--- config.mk ---
export PLATFORM = sky130hd
export DESIGN_NAME = address_mapper
export DESIGN_NICKNAME = d
export VERILOG_FILES = /design/src/address_mapper_pkg.sv /design/src/address_mapper.sv /design/src/area_classifier.sv
export VERILOG_INCLUDE_DIRS = /design/src
export SDC_FILE = /design/constraint.sdc
export NUM_CORES = 1
export LEC_CHECK = 0
export ABC_CLOCK_PERIOD_IN_PS = 2900
export BUFFER_PORTS_ARGS = -buffer_cell sky130_fd_sc_hd__buf_2
export CAP_MARGIN = 10
export CORE_ASPECT_RATIO = 1.1
export CORE_MARGIN = 2
export CORE_UTILIZATION = 45
export CTS_CLUSTER_SIZE = 8
export DETAILED_ROUTE_END_ITERATION = 16
export PLACE_DENSITY = 0.82
export SYNTH_ARGS = -nofsm -noshare
export SYNTH_HDL_FRONTEND = slang
export SYNTH_SLANG_ARGS = --single-unit
--- constraint.sdc ---
create_clock -name clock -period 2.9 [get_ports clock]
set_clock_uncertainty 0.15 [all_clocks]
set_input_delay 0.145 -clock clock [delete_from_list [all_inputs] [get_ports clock]]
set_output_delay 0.145 -clock clock [all_outputs]
set_load 0.03 [all_outputs]
--- src/address_mapper_map.svh ---
// Register offsets, field positions, reset values and widths of the
// logical to physical address mapper.
// Assumes inclusion by bare name; definitions only.
`ifndef ADDRESS_MAPPER_MAP_SVH
`define ADDRESS_MAPPER_MAP_SVH

// I/O offsets of the mapping registers
`define MAP_UPPER_COMMON_BASE_ADDR 8'h38
`define MAP_BANK_AREA_BASE_ADDR    8'h39
`define MAP_AREA_BOUNDARY_ADDR     8'h3a

// Reset values
`define MAP_UPPER_COMMON_BASE_RESET 8'h00
`define MAP_BANK_AREA_BASE_RESET    8'h00
`define MAP_AREA_BOUNDARY_RESET     8'hf0

// Field positions inside the boundary register
`define MAP_UPPER_START_MSB 7
`define MAP_UPPER_START_LSB 4
`define MAP_BANK_START_MSB  3
`define MAP_BANK_START_LSB  0

// Page geometry: 4KB pages, page number in top logical bits
`define MAP_PAGE_LSB 12

`endif

--- src/address_mapper_pkg.sv ---
// Types shared by the address mapper design files.
// Assumes nothing beyond a SystemVerilog compiler.
package address_mapper_pkg;

  // Logical area selected by the comparators
  typedef enum logic [2:0] {
    area_lower_common = 3'b001,
    area_bank         = 3'b010,
    area_upper_common = 3'b100
  } area_type;

  // Source of the physical address
  typedef enum logic [2:0] {
    source_memory = 3'b001,
    source_io     = 3'b010,
    source_dma    = 3'b100
  } source_type;

endpackage : address_mapper_pkg

--- src/address_mapper.sv ---
// Logical to physical address mapper: three boundary/base registers on
// the internal I/O write port, comparators and a page adder.
// Assumes CPU and DMA signals are synchronous to clock; I/O writes are
// single-cycle strobes, one bus cycle per clock.
`timescale 1ns/1ns
`include "address_mapper_map.svh"
module address_mapper #(
  parameter int LOGICAL_WIDTH  = 16,
  parameter int PHYSICAL_WIDTH = 20
) (
  input  wire logic                      clock,
  input  wire logic                      reset_n,
  // Internal I/O register port
  input  wire logic                      io_write,
  input  wire logic                      io_read,
  input  wire logic [7:0]                io_address,
  input  wire logic [7:0]                io_write_data,
  output logic      [7:0]                io_read_data,
  output logic                           io_read_hit,
  // CPU address side
  input  wire logic [LOGICAL_WIDTH-1:0]  logical_address,
  input  wire logic                      io_cycle,
  // DMA ownership of the bus
  input  wire logic                      dma_owns_bus,
  input  wire logic [PHYSICAL_WIDTH-1:0] dma_address,
  // Package options
  input  wire logic                      top_bit_absent,
  input  wire logic                      timer_output_pin_enable,
  // Physical side
  output logic [PHYSICAL_WIDTH-1:0]      physical_address,
  output address_mapper_pkg::area_type   current_area
);

  localparam int PAGE_LSB = `MAP_PAGE_LSB;
  localparam int PAGE_W   = PHYSICAL_WIDTH - PAGE_LSB;

  logic [7:0] upper_common_base;
  logic [7:0] bank_area_base;
  logic [7:0] area_boundary_register;
  logic [3:0] upper_common_start;
  logic [3:0] bank_start;
  logic [3:0] logical_page;
  logic [7:0] selected_base;
  logic [PAGE_W-1:0] physical_page;
  logic [PHYSICAL_WIDTH-1:0] next_physical_address;
  address_mapper_pkg::area_type   area;
  address_mapper_pkg::source_type source;

  // Shared address decode for reads and writes
  function automatic logic hit(input logic [7:0] address,
                               input logic [7:0] offset);
    hit = (address == offset);
  endfunction : hit

  // Upper common base; new value serves the very next cycle
  always_ff @(posedge clock or negedge reset_n) begin
    if (!reset_n) begin
      upper_common_base <= `MAP_UPPER_COMMON_BASE_RESET;
    end else if (io_write && hit(io_address, `MAP_UPPER_COMMON_BASE_ADDR)) begin
      upper_common_base <= io_write_data;
    end
  end

  // Bank area base
  always_ff @(posedge clock or negedge reset_n) begin
    if (!reset_n) begin
      bank_area_base <= `MAP_BANK_AREA_BASE_RESET;
    end else if (io_write && hit(io_address, `MAP_BANK_AREA_BASE_ADDR)) begin
      bank_area_base <= io_write_data;
    end
  end

  // Area boundary; ordering of the fields is left to software
  always_ff @(posedge clock or negedge reset_n) begin
    if (!reset_n) begin
      area_boundary_register <= `MAP_AREA_BOUNDARY_RESET;
    end else if (io_write && hit(io_address, `MAP_AREA_BOUNDARY_ADDR)) begin
      area_boundary_register <= io_write_data;
    end
  end

  // Read-back registered so the data output comes from flip-flops
  always_ff @(posedge clock or negedge reset_n) begin
    if (!reset_n) begin
      io_read_data <= 8'h00;
    end else if (io_read) begin
      if (hit(io_address, `MAP_UPPER_COMMON_BASE_ADDR)) begin
        io_read_data <= upper_common_base;
      end else if (hit(io_address, `MAP_BANK_AREA_BASE_ADDR)) begin
        io_read_data <= bank_area_base;
      end else if (hit(io_address, `MAP_AREA_BOUNDARY_ADDR)) begin
        io_read_data <= area_boundary_register;
      end else begin
        io_read_data <= 8'h00;
      end
    end
  end

  // Combinational flag: the read address belongs to this block
  assign io_read_hit = io_read &&
    (hit(io_address, `MAP_UPPER_COMMON_BASE_ADDR) ||
     hit(io_address, `MAP_BANK_AREA_BASE_ADDR) ||
     hit(io_address, `MAP_AREA_BOUNDARY_ADDR));

  // Boundary fields and the logical page number
  assign upper_common_start =
    area_boundary_register[`MAP_UPPER_START_MSB:`MAP_UPPER_START_LSB];
  assign bank_start =
    area_boundary_register[`MAP_BANK_START_MSB:`MAP_BANK_START_LSB];
  assign logical_page = logical_address[LOGICAL_WIDTH-1 -: 4];

  area_classifier u_area_classifier (
    .logical_page       (logical_page),
    .upper_common_start (upper_common_start),
    .bank_start         (bank_start),
    .area               (area)
  );

  // Base selection by area
  always_comb begin
    case (area)
      address_mapper_pkg::area_upper_common:
        selected_base = upper_common_base;
      address_mapper_pkg::area_bank:
        selected_base = bank_area_base;
      address_mapper_pkg::area_lower_common:
        selected_base = 8'h00;
      default:
        selected_base = 8'h00;
    endcase
  end

  // Page adder; result cut to the page width so carry out is lost
  assign physical_page = PAGE_W'(selected_base + {4'h0, logical_page});

  // DMA wins over everything, then I/O, then memory translation
  always_comb begin
    if (dma_owns_bus) begin
      source = address_mapper_pkg::source_dma;
    end else if (io_cycle) begin
      source = address_mapper_pkg::source_io;
    end else begin
      source = address_mapper_pkg::source_memory;
    end
  end

  // Address assembly, then the narrow-package mask
  always_comb begin
    case (source)
      address_mapper_pkg::source_dma:
        next_physical_address = dma_address;
      address_mapper_pkg::source_io:
        next_physical_address = {{(PHYSICAL_WIDTH-LOGICAL_WIDTH){1'b0}},
                                 logical_address};
      default:
        next_physical_address = {physical_page,
                                 logical_address[PAGE_LSB-1:0]};
    endcase
    // Missing top pin: only 512K reachable; bit 18 lent to the timer: only 256K reachable
    if (top_bit_absent || timer_output_pin_enable) begin
      next_physical_address[PHYSICAL_WIDTH-1] = 1'b0;
    end
    if (timer_output_pin_enable) begin
      next_physical_address[PHYSICAL_WIDTH-2] = 1'b0;
    end
  end

  // Address out of flip-flops: registers update at the edge ending the
  // write cycle, so the following cycle is translated with new values
  always_ff @(posedge clock or negedge reset_n) begin
    if (!reset_n) begin
      physical_address <= '0;
      current_area     <= address_mapper_pkg::area_lower_common;
    end else begin
      physical_address <= next_physical_address;
      current_area     <= area;
    end
  end

endmodule : address_mapper

--- src/area_classifier.sv ---
// Comparator stage: sorts a logical page into one of three areas.
// Assumes boundary fields come from the same clock domain, no sync needed.
`timescale 1ns/1ns
module area_classifier (
  input  wire logic [3:0]                  logical_page,
  input  wire logic [3:0]                  upper_common_start,
  input  wire logic [3:0]                  bank_start,
  output address_mapper_pkg::area_type     area
);

  // Upper boundary checked first so an equal pair yields no bank area
  always_comb begin
    if (logical_page >= upper_common_start) begin
      area = address_mapper_pkg::area_upper_common;
    end else if (logical_page >= bank_start) begin
      area = address_mapper_pkg::area_bank;
    end else begin
      area = address_mapper_pkg::area_lower_common;
    end
  end

endmodule : area_classifier

==> results of run 1 <==
## timing repair
item                       CTS  global route
pin swaps                    2             2
setup endpoints to repair    6             6
hold buffers                43             0
buffers inserted             2             0
gates resized for setup      9             8
hold endpoints to repair    94             0
## power groups by stage
stage	sequential, mW	combinational [mW]	clock (mW)
finish	0.829	0.370	0.593
global route	0.833	0.400	0.637
CTS	0.827	0.351	0.603
detailed placement	0.841	0.289	0
global placement	0.840	0.280	0
floorplan	0.886	0.119	0
## cell type report
class	count	area (sq um)	area share (%)
tap	77	96.3	2.36
inverter	18	67.6	1.65
timing repair buffer	151	1030	25.2
clock buffer	6	72.6	1.78
sequential	55	1380	33.9
clock inverter	2	60.1	1.47
multi-input combinational	154	1370	33.7
## flip-flops by register name (all words and copies together), names as in the netlist
| signal | cells |
|---|---|
| current_area | 3 |
| bank_area_base | 8 |
| io_read_data | 8 |
| upper_common_base | 8 |
| area_boundary_register | 8 |
| physical_address | 20 |
## worst paths after layout
kind                                              to                       from  slack, ns
min                                  io_read_data[4]                    io_read       0.02
max reg2reg                     physical_address[17]  area_boundary_register[7]      -0.15
min in group asynchronous            io_read_data[6]                    reset_n       0.23
max                             physical_address[17]  area_boundary_register[7]      -0.15
max in group asynchronous  area_boundary_register[4]                    reset_n       1.61
min reg2reg                          io_read_data[0]            io_read_data[0]       0.39
## layer usage
| metal | GRT usage, % | part of all wire (%) | vias to the layer above |
|---|---|---|---|
| li1 | - | - | 1130 |
| met1 | 27.1 | 40 | 1153 |
| met2 | 41.8 | 53 | 87 |
| met3 | 4.32 | 5.3 | 15 |
| met4 | 5.42 | 1.7 | 0 |
| met5 | 0 | 0 | - |
## metrics by stage
stage | cell area (sq um) | cells
4_1_cts | 4030 | 462
5_1_grt | 4080 | 463
3_5_place_dp | 3400 | 409
2_1_floorplan | 2780 | 236
3_3_place_gp | 3400 | 409
6_report | 4080 | 463
## logic make-up after synthesis
kind of cell             after synthesis  share of synthesized area [%]
multiplexers                          47                           18.9
AO/OA/AOI/OAI                         45                           11.3
adder cells (fa/ha/maj)               13                           6.22
buffers and inverters                 27                           3.75
AND/OR/NAND/NOR                       44                           7.73
flip-flops                            55                           50.5
XOR/XNOR                               5                           1.60
## worst max-delay path, delay by kind of cell (launching register included)
kind,cells,cell delay (ns)
AO/OA/AOI/OAI,5,0.89
adder cells (fa/ha/maj),2,0.53
buffers and inverters,3,0.28
flip-flops,1,0.55
AND/OR/NAND/NOR,3,0.54
## cell usage in the layout, fill, tap and decap left out, drive strengths merged, types with 10 or more instances in the layout
cell type,count
buf,108
nand2,11
mux2i,10
ha,12
a21oi,13
dlygate4sd3,43
nor2,19
inv,18
dfrtp,50
mux2,37
==> impl_summary.log, run 1 <==
INFO  metric fp.dieH = 85.8 microns
INFO  metric vias_in_the_first_global_route = 2480
INFO  metric tightestPinTransition = 0.616 ns
INFO  metric critPathMaxStageDelay = 0.55 ns
INFO  metric gp_congestion = 0.789
INFO  metric cts.path.max_buffers = 2
INFO  metric synthDistinctLibCells = 38
INFO  metric synth_area = around 2700 sq um
INFO  metric critPathCaptureType = flip-flop
INFO  metric final_period_minus_worst_setup_slack = 3.05 ns
INFO  metric ys_seq_elements = 55
INFO  metric initialDrtViolationCount = 65
INFO  metric yosys-top-cells-area = dfrtp_1, mux2_2, ha_1
INFO  metric endpoints_failing_hold = 0
INFO  metric internal_power = 1.33 mW
INFO  metric drc = 0
INFO  metric layout_worst_path_cycle_share = 105%
INFO  metric setup_viol_count_final = 5
INFO  metric cts_root_buffer = clkbuf_8
INFO  metric total_power = between 1.5 and 2 mW
INFO  metric cell_type_with_the_largest_total_area_after_synthesis = dfrtp_1
INFO  metric routed_wl = 7570 microns
INFO  metric worst_hold_slack = 0.0196 ns
INFO  metric layout.filler_cells = ~420
INFO  metric hpwl = approximately 4500 microns
INFO  metric cts.clk_slew.worst_paths = 0.10 ns
INFO  metric combinationalPowerShare = 20.7%
INFO  metric drt_first_pass_iters = 4
INFO  metric dp_slack = -0.0930 ns
INFO  metric p_seq_share = 46.3%
INFO  metric synthesis.yosys.warnings = 0
INFO  metric worstHoldPathCells = 2
INFO  metric remaining_overflow_grt = 0
INFO  metric wl_per_cell = 16.3 microns
INFO  metric io_buffers = 91
INFO  metric drv_cap = 0
INFO  metric htree_levels = 2
INFO  metric outcome = complete, but fails checks
INFO  metric flow.area_growth_from_synthesis = 49.2%
INFO  metric grt_start_max_net_pins = 54
INFO  metric slowest_stage = dfstp_2
INFO  metric synth_sequential_area_ratio = 50.5%
INFO  metric synth_cells = approximately 240
INFO  metric post_synthesis_mean_instance_area = about 12 sq um
INFO  metric tritoncts.num_buffers = 5
INFO  metric drt-vias-per-instance = 5.15
INFO  metric finish.utilization = 70.3%
INFO  metric worst-r2r-cell-count = 13
INFO  metric start_kind = flip-flop
INFO  metric route.vias.total = 2385
INFO  metric synth_top_area_share = 45.7%
INFO  metric final_antenna_net_count = 0
INFO  metric static-leakage-power = 1.96 nW
INFO  metric chipWidth = 78.4 microns
INFO  metric crit_chain = inv_2 -> ha_4 -> o211ai_1 -> o21ai_2 -> a211oi_4 -> buf_4 -> a22o_2 -> ha_1 -> inv_1 -> nor2_1 -> nor2_2 -> or3_1 -> a32o_1
INFO  metric grt_antenna_before_repair = 0
INFO  metric worst_vdd_drop = 0.297 mV
INFO  metric initial_utilization = 47.1%
INFO  metric grtUsageTotal = 22.6%
INFO  metric clock_power_share = 33.1%
INFO  metric worstSkewPairLatency = 0.31 ns
INFO  metric fraction_of_final_layout_cells_sized_beyond_drive_strength_1 = between 40% and 50%
INFO  metric fp.coreArea = 5810 sq um
INFO  metric switching_share = 25.6%
INFO  metric violations = setup timing
INFO  metric antenna-diode-count = 0
INFO  metric yosysMostFrequentCell = dfrtp_1
INFO  metric post_route_worst_setup_slack = -0.148 ns
INFO  metric criticalPathCategory = flip-flop to flip-flop
INFO  metric ys_top_cells_by_count = dfrtp_1, mux2_2, nor2_1
INFO  metric cp.arrival = 3.10 ns
INFO  metric power_switching = roughly 0.46 mW
INFO  metric die_footprint = 6720 sq um
INFO  metric tritoncts = done
INFO  metric synth_enable_flop_cells = 0
INFO  metric ys_async_sr_fraction = 100%
INFO  metric number_of_cell_rows = 29
INFO  metric timing.max_slew.rel_slack = 58.9%
INFO  metric totalNegativeSetupSlack = -0.391 ns
INFO  metric finalMaxSlewViolations = 0
INFO  metric io_pins = 92
INFO  metric wire_length_of_the_first_global_routing_pass = roughly 12000 microns
INFO  metric powerDensity = 439 nW/um^2
INFO  metric grt_setup_unrepaired = true
INFO  metric worst_ep_required_time = slightly below 3 ns
INFO  metric max_clock_freq = 328 MHz
INFO  metric tightest_hold_check_type = input port to flip-flop
INFO  metric layout.nets = about 460
INFO  metric synth.net_count = 309
INFO  metric most_common_flop_cell_mapped_by_yosys = dfrtp_1
INFO  metric crit_path_max_fanout = 5
INFO  metric clkSinkCount = 55
Power figures use the tool's default switching activity.
==> run 2, diff against run 1 <==
--- a/config.mk
+++ b/config.mk
@@ -7,14 +7,15 @@
 export NUM_CORES = 1
 export LEC_CHECK = 0
 export ABC_CLOCK_PERIOD_IN_PS = 2900
-export BUFFER_PORTS_ARGS = -buffer_cell sky130_fd_sc_hd__buf_2
 export CAP_MARGIN = 10
 export CORE_ASPECT_RATIO = 1.1
 export CORE_MARGIN = 2
 export CORE_UTILIZATION = 45
+export CTS_BUF_LIST = sky130_fd_sc_hd__clkbuf_16
 export CTS_CLUSTER_SIZE = 8
 export DETAILED_ROUTE_END_ITERATION = 16
-export PLACE_DENSITY = 0.82
+export DONT_BUFFER_PORTS = 1
+export PLACE_DENSITY = 0.69
 export SYNTH_ARGS = -nofsm -noshare
 export SYNTH_HDL_FRONTEND = slang
 export SYNTH_SLANG_ARGS = --single-unit
==> run 2 against run 1 <==
Compared with the run above:
- die area unchanged
- total power up 5.7%
- sequential share of layout area up 2.6 points
- sequential power up 6.3%
- maximum frequency down 2.1%
- critical endpoint is now physical_address[19]
- clock-buffer cell count down 1
- critical path depth up 1
- the flow finishes with violations (hold timing, setup timing)
- largest power group unchanged
- clock power up 28%
==> impl_summary.log, run 2 (synthesis gave the netlist of run 1 again) <==
INFO  metric outcome = complete, but fails checks (unchanged)
INFO  metric violations = hold timing, setup timing (was setup timing)
INFO  metric top_register = physical_address (unchanged)
INFO  metric internal_power = 1.45 mW (was 1.33 mW)
INFO  metric cts.clk_slew.worst_paths = 0.07 ns (was 0.10 ns)
INFO  metric powerDensity = 499 nW/um^2 (was 439 nW/um^2)
INFO  metric final_antenna_net_count = 0 (unchanged)
INFO  metric final_period_minus_worst_setup_slack = 3.11 ns (was 3.05 ns)
INFO  metric drv_cap = 0 (unchanged)
INFO  metric start_kind = flip-flop (unchanged)
INFO  metric layout.nets = 377 (was 458)
INFO  metric most_frequent_cells_in_the_layout = dlygate4sd3_1, dfrtp_1, mux2_2, nor2_1, inv_1 (was buf_2, dfrtp_1, dlygate4sd3_1, mux2_2, nor2_1)
INFO  metric r2r_start = area_boundary_register[7] (unchanged)
INFO  metric worst_vdd_drop = 0.303 mV (was 0.297 mV)
INFO  metric die_footprint = 6720 sq um (unchanged)
INFO  metric worst_ep_required_time = 2.94 ns (was 2.95 ns)
INFO  metric post_route_worst_setup_slack = -0.213 ns (was -0.148 ns)
INFO  metric clkSinkCount = 55 (unchanged)
INFO  metric critPathMaxStageDelay = 0.54 ns (was 0.55 ns)
INFO  metric cts.path.max_buffers = 2 (unchanged)
INFO  metric route.vias.total = 2091 (was 2385)
INFO  metric antenna-diode-count = 0 (unchanged)
INFO  metric endpoints_failing_hold = 1 (was 0)
INFO  metric grt_start_max_net_pins = 56 (was 54)
INFO  metric critPathLaunch = area_boundary_register[7] (unchanged)
INFO  metric hold_path.startpoint = logical_address[12] (was io_read)
INFO  metric final_common_cell = dlygate4sd3_1 (was buf_2)
INFO  metric drt_first_pass_iters = 4 (unchanged)
INFO  metric crit_path_max_fanout = 5 (unchanged)
INFO  metric slowest_stage = dfstp_2 (unchanged)
INFO  metric grtUsageTotal = 21.3% (was 22.6%)
INFO  metric wl_per_cell = 18.3 microns (was 16.3 microns)
INFO  metric flow.area_growth_from_synthesis = 38.7% (was 49.2%)
INFO  metric timing.max_slew.rel_slack = 67.1% (was 58.9%)
INFO  metric totalNegativeSetupSlack = -0.771 ns (was -0.391 ns)
INFO  metric io_pins = 92 (unchanged)
INFO  metric tightestPinTransition = 0.492 ns (was 0.616 ns)
INFO  metric setup_viol_count_final = 5 (unchanged)
INFO  metric layout_worst_path_cycle_share = 107% (was 105%)
INFO  metric wire_length_of_the_first_global_routing_pass = 11000 microns (was 11900 microns)
INFO  metric number_of_cell_rows = 29 (unchanged)
INFO  metric hpwl = 4300 microns (was 4510 microns)
INFO  metric cp.arrival = 3.16 ns (was 3.10 ns)
INFO  metric remaining_overflow_grt = 0 (unchanged)
INFO  metric tightest_hold_check_type = input port to flip-flop (unchanged)
INFO  metric max_clock_freq = 321 MHz (was 328 MHz)
INFO  metric grt_antenna_before_repair = 0 (unchanged)
INFO  metric vias_in_the_first_global_route = 2176 (was 2480)
INFO  metric p_seq_share = 46.5% (was 46.3%)
INFO  metric worst_hold_slack = -0.0542 ns (was 0.0196 ns)
INFO  metric power_switching = 0.448 mW (was 0.459 mW)
INFO  metric gp_congestion = 0.743 (was 0.789)
INFO  metric critPathBufInv = 1 (was 3)
INFO  metric crit_chain = inv_2 -> ha_4 -> a21oi_1 -> o21ai_2 -> a211oi_4 -> a22o_4 -> ha_4 -> a21o_1 -> a21oi_2 -> nor2_1 -> nor2_2 -> a211oi_2 -> xor2_1 -> o31ai_2 (was inv_2 -> ha_4 -> o211ai_1 -> o21ai_2 -> a211oi_4 -> buf_4 -> a22o_2 -> ha_1 -> inv_1 -> nor2_1 -> nor2_2 -> or3_1 -> a32o_1)
INFO  metric routed_wl = 6990 microns (was 7570 microns)
INFO  metric fraction_of_final_layout_cells_sized_beyond_drive_strength_1 = 30.2% (was 47.4%)
INFO  metric static-leakage-power = 1.67 nW (was 1.96 nW)
INFO  metric drt-vias-per-instance = 5.47 (was 5.15)
INFO  metric initial_utilization = 47.1% (unchanged)
INFO  metric htree_levels = 2 (unchanged)
INFO  metric criticalPathCategory = flip-flop to flip-flop (unchanged)
INFO  metric largest_register_ffs = 20 (unchanged)
INFO  metric drc = 0 (unchanged)
INFO  metric tritoncts = done (unchanged)
INFO  metric chipWidth = 78.4 microns (unchanged)
INFO  metric finalMaxSlewViolations = 0 (unchanged)
INFO  metric clock_power_share = 40.1% (was 33.1%)
INFO  metric switching_share = 23.7% (was 25.6%)
INFO  metric initialDrtViolationCount = 69 (was 65)
INFO  metric critical-path-top-delay-family = compound AO/OA/AOI/OAI gates (unchanged)
INFO  metric critPathCaptureType = flip-flop (unchanged)
INFO  metric critical-path-top-cell-by-count = ha_4
INFO  metric fp.dieH = 85.8 microns (unchanged)
INFO  metric tritoncts.num_buffers = 5 (unchanged)
INFO  metric cts_root_buffer = clkbuf_16 (was clkbuf_8)
INFO  metric total_power = 1.90 mW (was 1.79 mW)
INFO  metric fp.coreArea = 5810 sq um (unchanged)
INFO  metric grt_setup_unrepaired = true (unchanged)
INFO  metric worstSkewPairLatency = 0.29 ns (was 0.31 ns)
INFO  metric io_buffers = 0 (was 91)
INFO  metric combinationalPowerShare = 13.5% (was 20.7%)
[run 2: what timing repair did]
| action | in CTS | in global routing |
|---|---|---|
| setup endpoints to repair | 5 | 7 |
| endpoints found under the hold margin | 107 | 2 |
| hold buffers | 51 | 4 |
| buffers inserted | 4 | 2 |
| gates resized for setup | 8 | 11 |
| pin swaps | 10 | 12 |
[run 2: final cells by class]
class	count	area, sq um
clock inverter	3	63.8
sequential	55	1380
timing repair buffer	70	686
fill	428	2010
clock buffer	5	125
multi-input combinational	154	1370
inverter	18	67.6
tap	77	96.3
[run 2: worst reg2reg max path: cells and delay by family (launching register included)]
kind | cells | cell delay [ns]
compound gates | 8 | 1.46
xor+xnor | 1 | 0.18
fa+ha+maj | 2 | 0.42
buf+inv | 1 | 0.04
flops | 1 | 0.54
simple gates | 2 | 0.23
[run 2: worst paths after layout]
check | slack (ns) | endpoint | cells past startpoint
worst max register to register | -0.21 | physical_address[19] | 14
worst min register to register | 0.38 | area_boundary_register[1] | 1
min in group asynchronous | 0.22 | physical_address[8] | 2
worst max-delay path | -0.21 | physical_address[19] | 14
worst min-delay path | -0.05 | physical_address[12] | 2
max in group asynchronous | 2.07 | current_area[0] | 2
[run 2: routing by layer]
layer,GRT usage [%],vias to the layer above,wire [microns]
met1,24.3,1037,2740
met3,4.11,22,229
met4,9.73,0,242
li1,-,974,-
met5,0,-,0
met2,38.6,58,3770
[run 2: through the flow]
step           instance area [sq um]  std cells  util (%)  hold slack (ns)  worst slack, ns
6_report                        3790        382      65.4          -0.0542           -0.213
3_5_place_dp                    2920        315      50.3           -0.300           -0.103
2_1_floorplan                   2780        236         -           -0.301          -0.0459
3_3_place_gp                    2920        315      50.3           -0.300          -0.0520
5_1_grt                         3790        382      65.4           0.0142           -0.366
4_1_cts                         3720        378      64.1         0.000924           -0.126
[run 2: power by group through the flow]
stage / Combinational, mW / Sequential (mW) / Clock, mW
6_report: 0.255 / 0.881 / 0.759
5_1_grt: 0.279 / 0.884 / 0.799
4_1_cts: 0.237 / 0.880 / 0.766
3_5_place_dp: 0.138 / 0.895 / 0
3_3_place_gp: 0.132 / 0.894 / 0
2_1_floorplan: 0.119 / 0.886 / 0
==> run 3, diff against run 2 <==
--- a/config.mk
+++ b/config.mk
@@ -9,7 +9,7 @@
 export ABC_CLOCK_PERIOD_IN_PS = 2900
 export CAP_MARGIN = 10
 export CORE_ASPECT_RATIO = 1.1
-export CORE_MARGIN = 2
+export CORE_MARGIN = 5
 export CORE_UTILIZATION = 45
 export CTS_BUF_LIST = sky130_fd_sc_hd__clkbuf_16
 export CTS_CLUSTER_SIZE = 8
==> run 3 against run 2 <==
Compared with the run above:
- the flow finishes with violations (setup timing)
- non-clock buffer count unchanged
- clock power down 22%
- register-to-register slack better by 0.14 ns
- critical path type unchanged
- sequential share of layout area up 0.62 points
- combinational power down 4%
- maximum frequency up 4.8%
==> impl_summary.log, run 3 (synthesis gave the netlist of run 1 again) <==
INFO  metric post_dp_cell_area = 2940 sq um (was 2920 sq um)
INFO  metric outcome = complete, but fails checks (unchanged)
INFO  metric finalInstanceArea = 3730 sq um (was 3790 sq um)
INFO  metric p_seq_share = 51.2% (was 46.5%)
INFO  metric chipWidth = 84.4 microns (was 78.4 microns)
INFO  metric totalNegativeSetupSlack = -0.220 ns (was -0.771 ns)
INFO  metric finalMaxSlewViolations = 0 (unchanged)
INFO  metric gp_congestion = 0.748 (was 0.743)
INFO  metric worst_ep_required_time = 2.96 ns (was 2.94 ns)
INFO  metric critical-path-top-cell-by-count = ha_4 (unchanged)
INFO  metric wl_per_cell = 18.2 microns (was 18.3 microns)
INFO  metric slowest_stage = dfstp_2 (unchanged)
INFO  metric static-leakage-power = 1.62 nW (was 1.67 nW)
INFO  metric route.vias.total = 2031 (was 2091)
INFO  metric number_of_cell_rows = 29 (unchanged)
INFO  metric final_common_cell = dlygate4sd3_1 (unchanged)
INFO  metric clkSinkCount = 55 (unchanged)
INFO  metric antenna-diode-count = 0 (unchanged)
INFO  metric remaining_overflow_grt = 0 (unchanged)
INFO  metric flow.area_growth_from_synthesis = 36.4% (was 38.7%)
INFO  metric start_kind = flip-flop (unchanged)
INFO  metric internal_power = 1.27 mW (was 1.45 mW)
INFO  metric grt_setup_unrepaired = true (unchanged)
INFO  metric most_frequent_cells_in_the_layout = dlygate4sd3_1, dfrtp_1, mux2_2, nor2_1, inv_1 (unchanged)
INFO  metric vias_in_the_first_global_route = 2156 (was 2176)
INFO  metric fp.dieH = 91.8 microns (was 85.8 microns)
INFO  metric cts.path.max_buffers = 2 (unchanged)
INFO  metric layout.nets = 377 (unchanged)
INFO  metric combinationalPowerShare = 14.2% (was 13.5%)
INFO  metric fraction_of_final_layout_cells_sized_beyond_drive_strength_1 = 29.5% (was 30.2%)
INFO  metric finish.utilization = 63.9% (was 65.4%)
INFO  metric grt_start_max_net_pins = 56 (unchanged)
INFO  metric io_pins = 92 (unchanged)
INFO  metric tightest_hold_check_type = input port to flip-flop (unchanged)
INFO  metric layout_worst_path_cycle_share = 102% (was 107%)
INFO  metric top_register = physical_address (unchanged)
INFO  metric htree_levels = 2 (unchanged)
INFO  metric drv_cap = 0 (unchanged)
INFO  metric initial_utilization = 46.8% (was 47.1%)
INFO  metric tightestPinTransition = 0.483 ns (was 0.492 ns)
INFO  metric hpwl = 4540 microns (was 4300 microns)
INFO  metric cts_root_buffer = clkbuf_16 (unchanged)
INFO  metric tritoncts = done (unchanged)
INFO  metric final_antenna_net_count = 0 (unchanged)
INFO  metric drt-vias-per-instance = 5.32 (was 5.47)
INFO  metric timing.max_slew.rel_slack = 67.7% (was 67.1%)
INFO  metric criticalPathCategory = flip-flop to flip-flop (unchanged)
INFO  metric worst_vdd_drop = 0.311 mV (was 0.303 mV)
INFO  metric die_footprint = 7740 sq um (was 6720 sq um)
INFO  metric tritoncts.num_buffers = 5 (unchanged)
INFO  metric clock_power_share = 34.5% (was 40.1%)
INFO  metric cp.arrival = 3.03 ns (was 3.16 ns)
INFO  metric multiInputGateArea = 1360 sq um (was 1370 sq um)
INFO  metric powerDensity = 461 nW/um^2 (was 499 nW/um^2)
INFO  metric initialDrtViolationCount = 81 (was 69)
INFO  metric routed_wl = 6940 microns (was 6990 microns)
INFO  metric layout.filler_cells = 451 (was 428)
INFO  metric endpoints_failing_hold = 0 (was 1)
INFO  metric io_buffers = 0 (unchanged)
INFO  metric fp.coreArea = 5840 sq um (was 5810 sq um)
INFO  metric worst_hold_slack = 0.00711 ns (was -0.0542 ns)
INFO  metric drc = 0 (unchanged)
INFO  metric switching_share = 26.1% (was 23.7%)
INFO  metric drt_first_pass_iters = 4 (unchanged)
INFO  metric post_route_worst_setup_slack = -0.0714 ns (was -0.213 ns)
INFO  metric worstSkewPairLatency = 0.29 ns (about the same)
INFO  metric crit_chain = inv_2 -> ha_4 -> o211ai_1 -> o21ai_2 -> buf_4 -> a22o_2 -> ha_4 -> fa_2 -> a21oi_2 -> nor2_1 -> nor2_2 -> nor3_2 -> xnor2_1 -> o22ai_1 (was inv_2 -> ha_4 -> a21oi_1 -> o21ai_2 -> a211oi_4 -> a22o_4 -> ha_4 -> a21o_1 -> a21oi_2 -> nor2_1 -> nor2_2 -> a211oi_2 -> xor2_1 -> o31ai_2)
INFO  metric crit_path_max_fanout = 3 (was 5)
INFO  metric cts.clk_slew.worst_paths = 0.07 ns (about the same)
INFO  metric final_period_minus_worst_setup_slack = 2.97 ns (was 3.11 ns)
INFO  metric setup_viol_count_final = 5 (unchanged)
INFO  metric grt_antenna_before_repair = 0 (unchanged)
INFO  metric critPathCaptureType = flip-flop (unchanged)
INFO  metric seq_area = 1380 sq um (unchanged)
INFO  metric max_clock_freq = 337 MHz (was 321 MHz)
INFO  metric largest_register_ffs = 20 (unchanged)
INFO  metric grtUsageTotal = 18.2% (was 21.3%)
INFO  metric power_switching = 0.449 mW (was 0.448 mW)
INFO  metric total_power = 1.72 mW (was 1.90 mW)
INFO  metric wire_length_of_the_first_global_routing_pass = 11400 microns (was 11000 microns)
INFO  metric critPathMaxStageDelay = 0.54 ns (about the same)
INFO  metric violations = setup timing (was hold timing, setup timing)
[run 3: changes by cell type in the layout (fill, tap and decap cells not counted), sizes merged]
cell         previous run  this run
inv                    19        18
buf                    17        15
bufinv                  2         0
clkinvlp                0         1
clkinv                  0         2
dlygate4sd3            53        55
[run 3: worst max-delay path, delay by kind of cell, from the launching register on]
kind / cells / cell delay [ns]
AOI/OAI and AO/OA: 5 / 0.87
xor gates and xnor gates: 1 / 0.13
adders and majority gates: 3 / 0.71
and+or+nand+nor: 3 / 0.28
DFF: 1 / 0.54
buffers and inverters: 2 / 0.20
[run 3: final timing paths]
check | slack, ns | end | cells past startpoint | from
worst max register to register | -0.07 | physical_address[18] | 14 | area_boundary_register[5]
worst max-delay path | -0.07 | physical_address[18] | 14 | area_boundary_register[5]
worst min register to register | 0.40 | area_boundary_register[1] | 1 | area_boundary_register[1]
min in group asynchronous | 0.21 | physical_address[12] | 2 | reset_n
max in group asynchronous | 2.08 | area_boundary_register[5] | 2 | reset_n
worst min-delay path | 0.007 | upper_common_base[7] | 2 | io_address[1]
[run 3: power by group through the flow]
stage	Combinational [mW]	Clock, mW	Sequential [mW]
final	0.245	0.594	0.880
after global routing	0.271	0.642	0.884
after CTS	0.232	0.607	0.880
after detailed placement	0.140	0	0.894
after global placement	0.134	0	0.894
after floorplan	0.119	0	0.886
[run 3: area by class of cell]
type / instances / share of cell area, %
clock buffer: 5 / 3.35
clock inverter: 3 / 0.537
inverter: 18 / 1.81
multi-input combinational: 154 / 36.4
sequential: 55 / 37.1
tap: 77 / 2.58
timing repair buffer: 70 / 18.3
[run 3: metrics by stage]
stage / cells / setup slack [ns]
after CTS: 377 / -0.0796
after global routing: 382 / -0.260
after global placement: 317 / -0.0612
after floorplan: 236 / -0.0459
final: 382 / -0.0714
after detailed placement: 317 / -0.106
[run 3: timing repair]
item	CTS	global route
resized for setup	3	12
pin swaps	3	7
hold buffers	52	5
setup buffers	0	1
setup endpoints to repair	5	7
endpoints found under the hold margin	107	3
[run 3: routing by layer]
layer,wire [microns],GRT usage [%]
met2,3150,29.2
met4,67,4.22
met3,617,6.54
met1,3110,23.8
met5,0,0
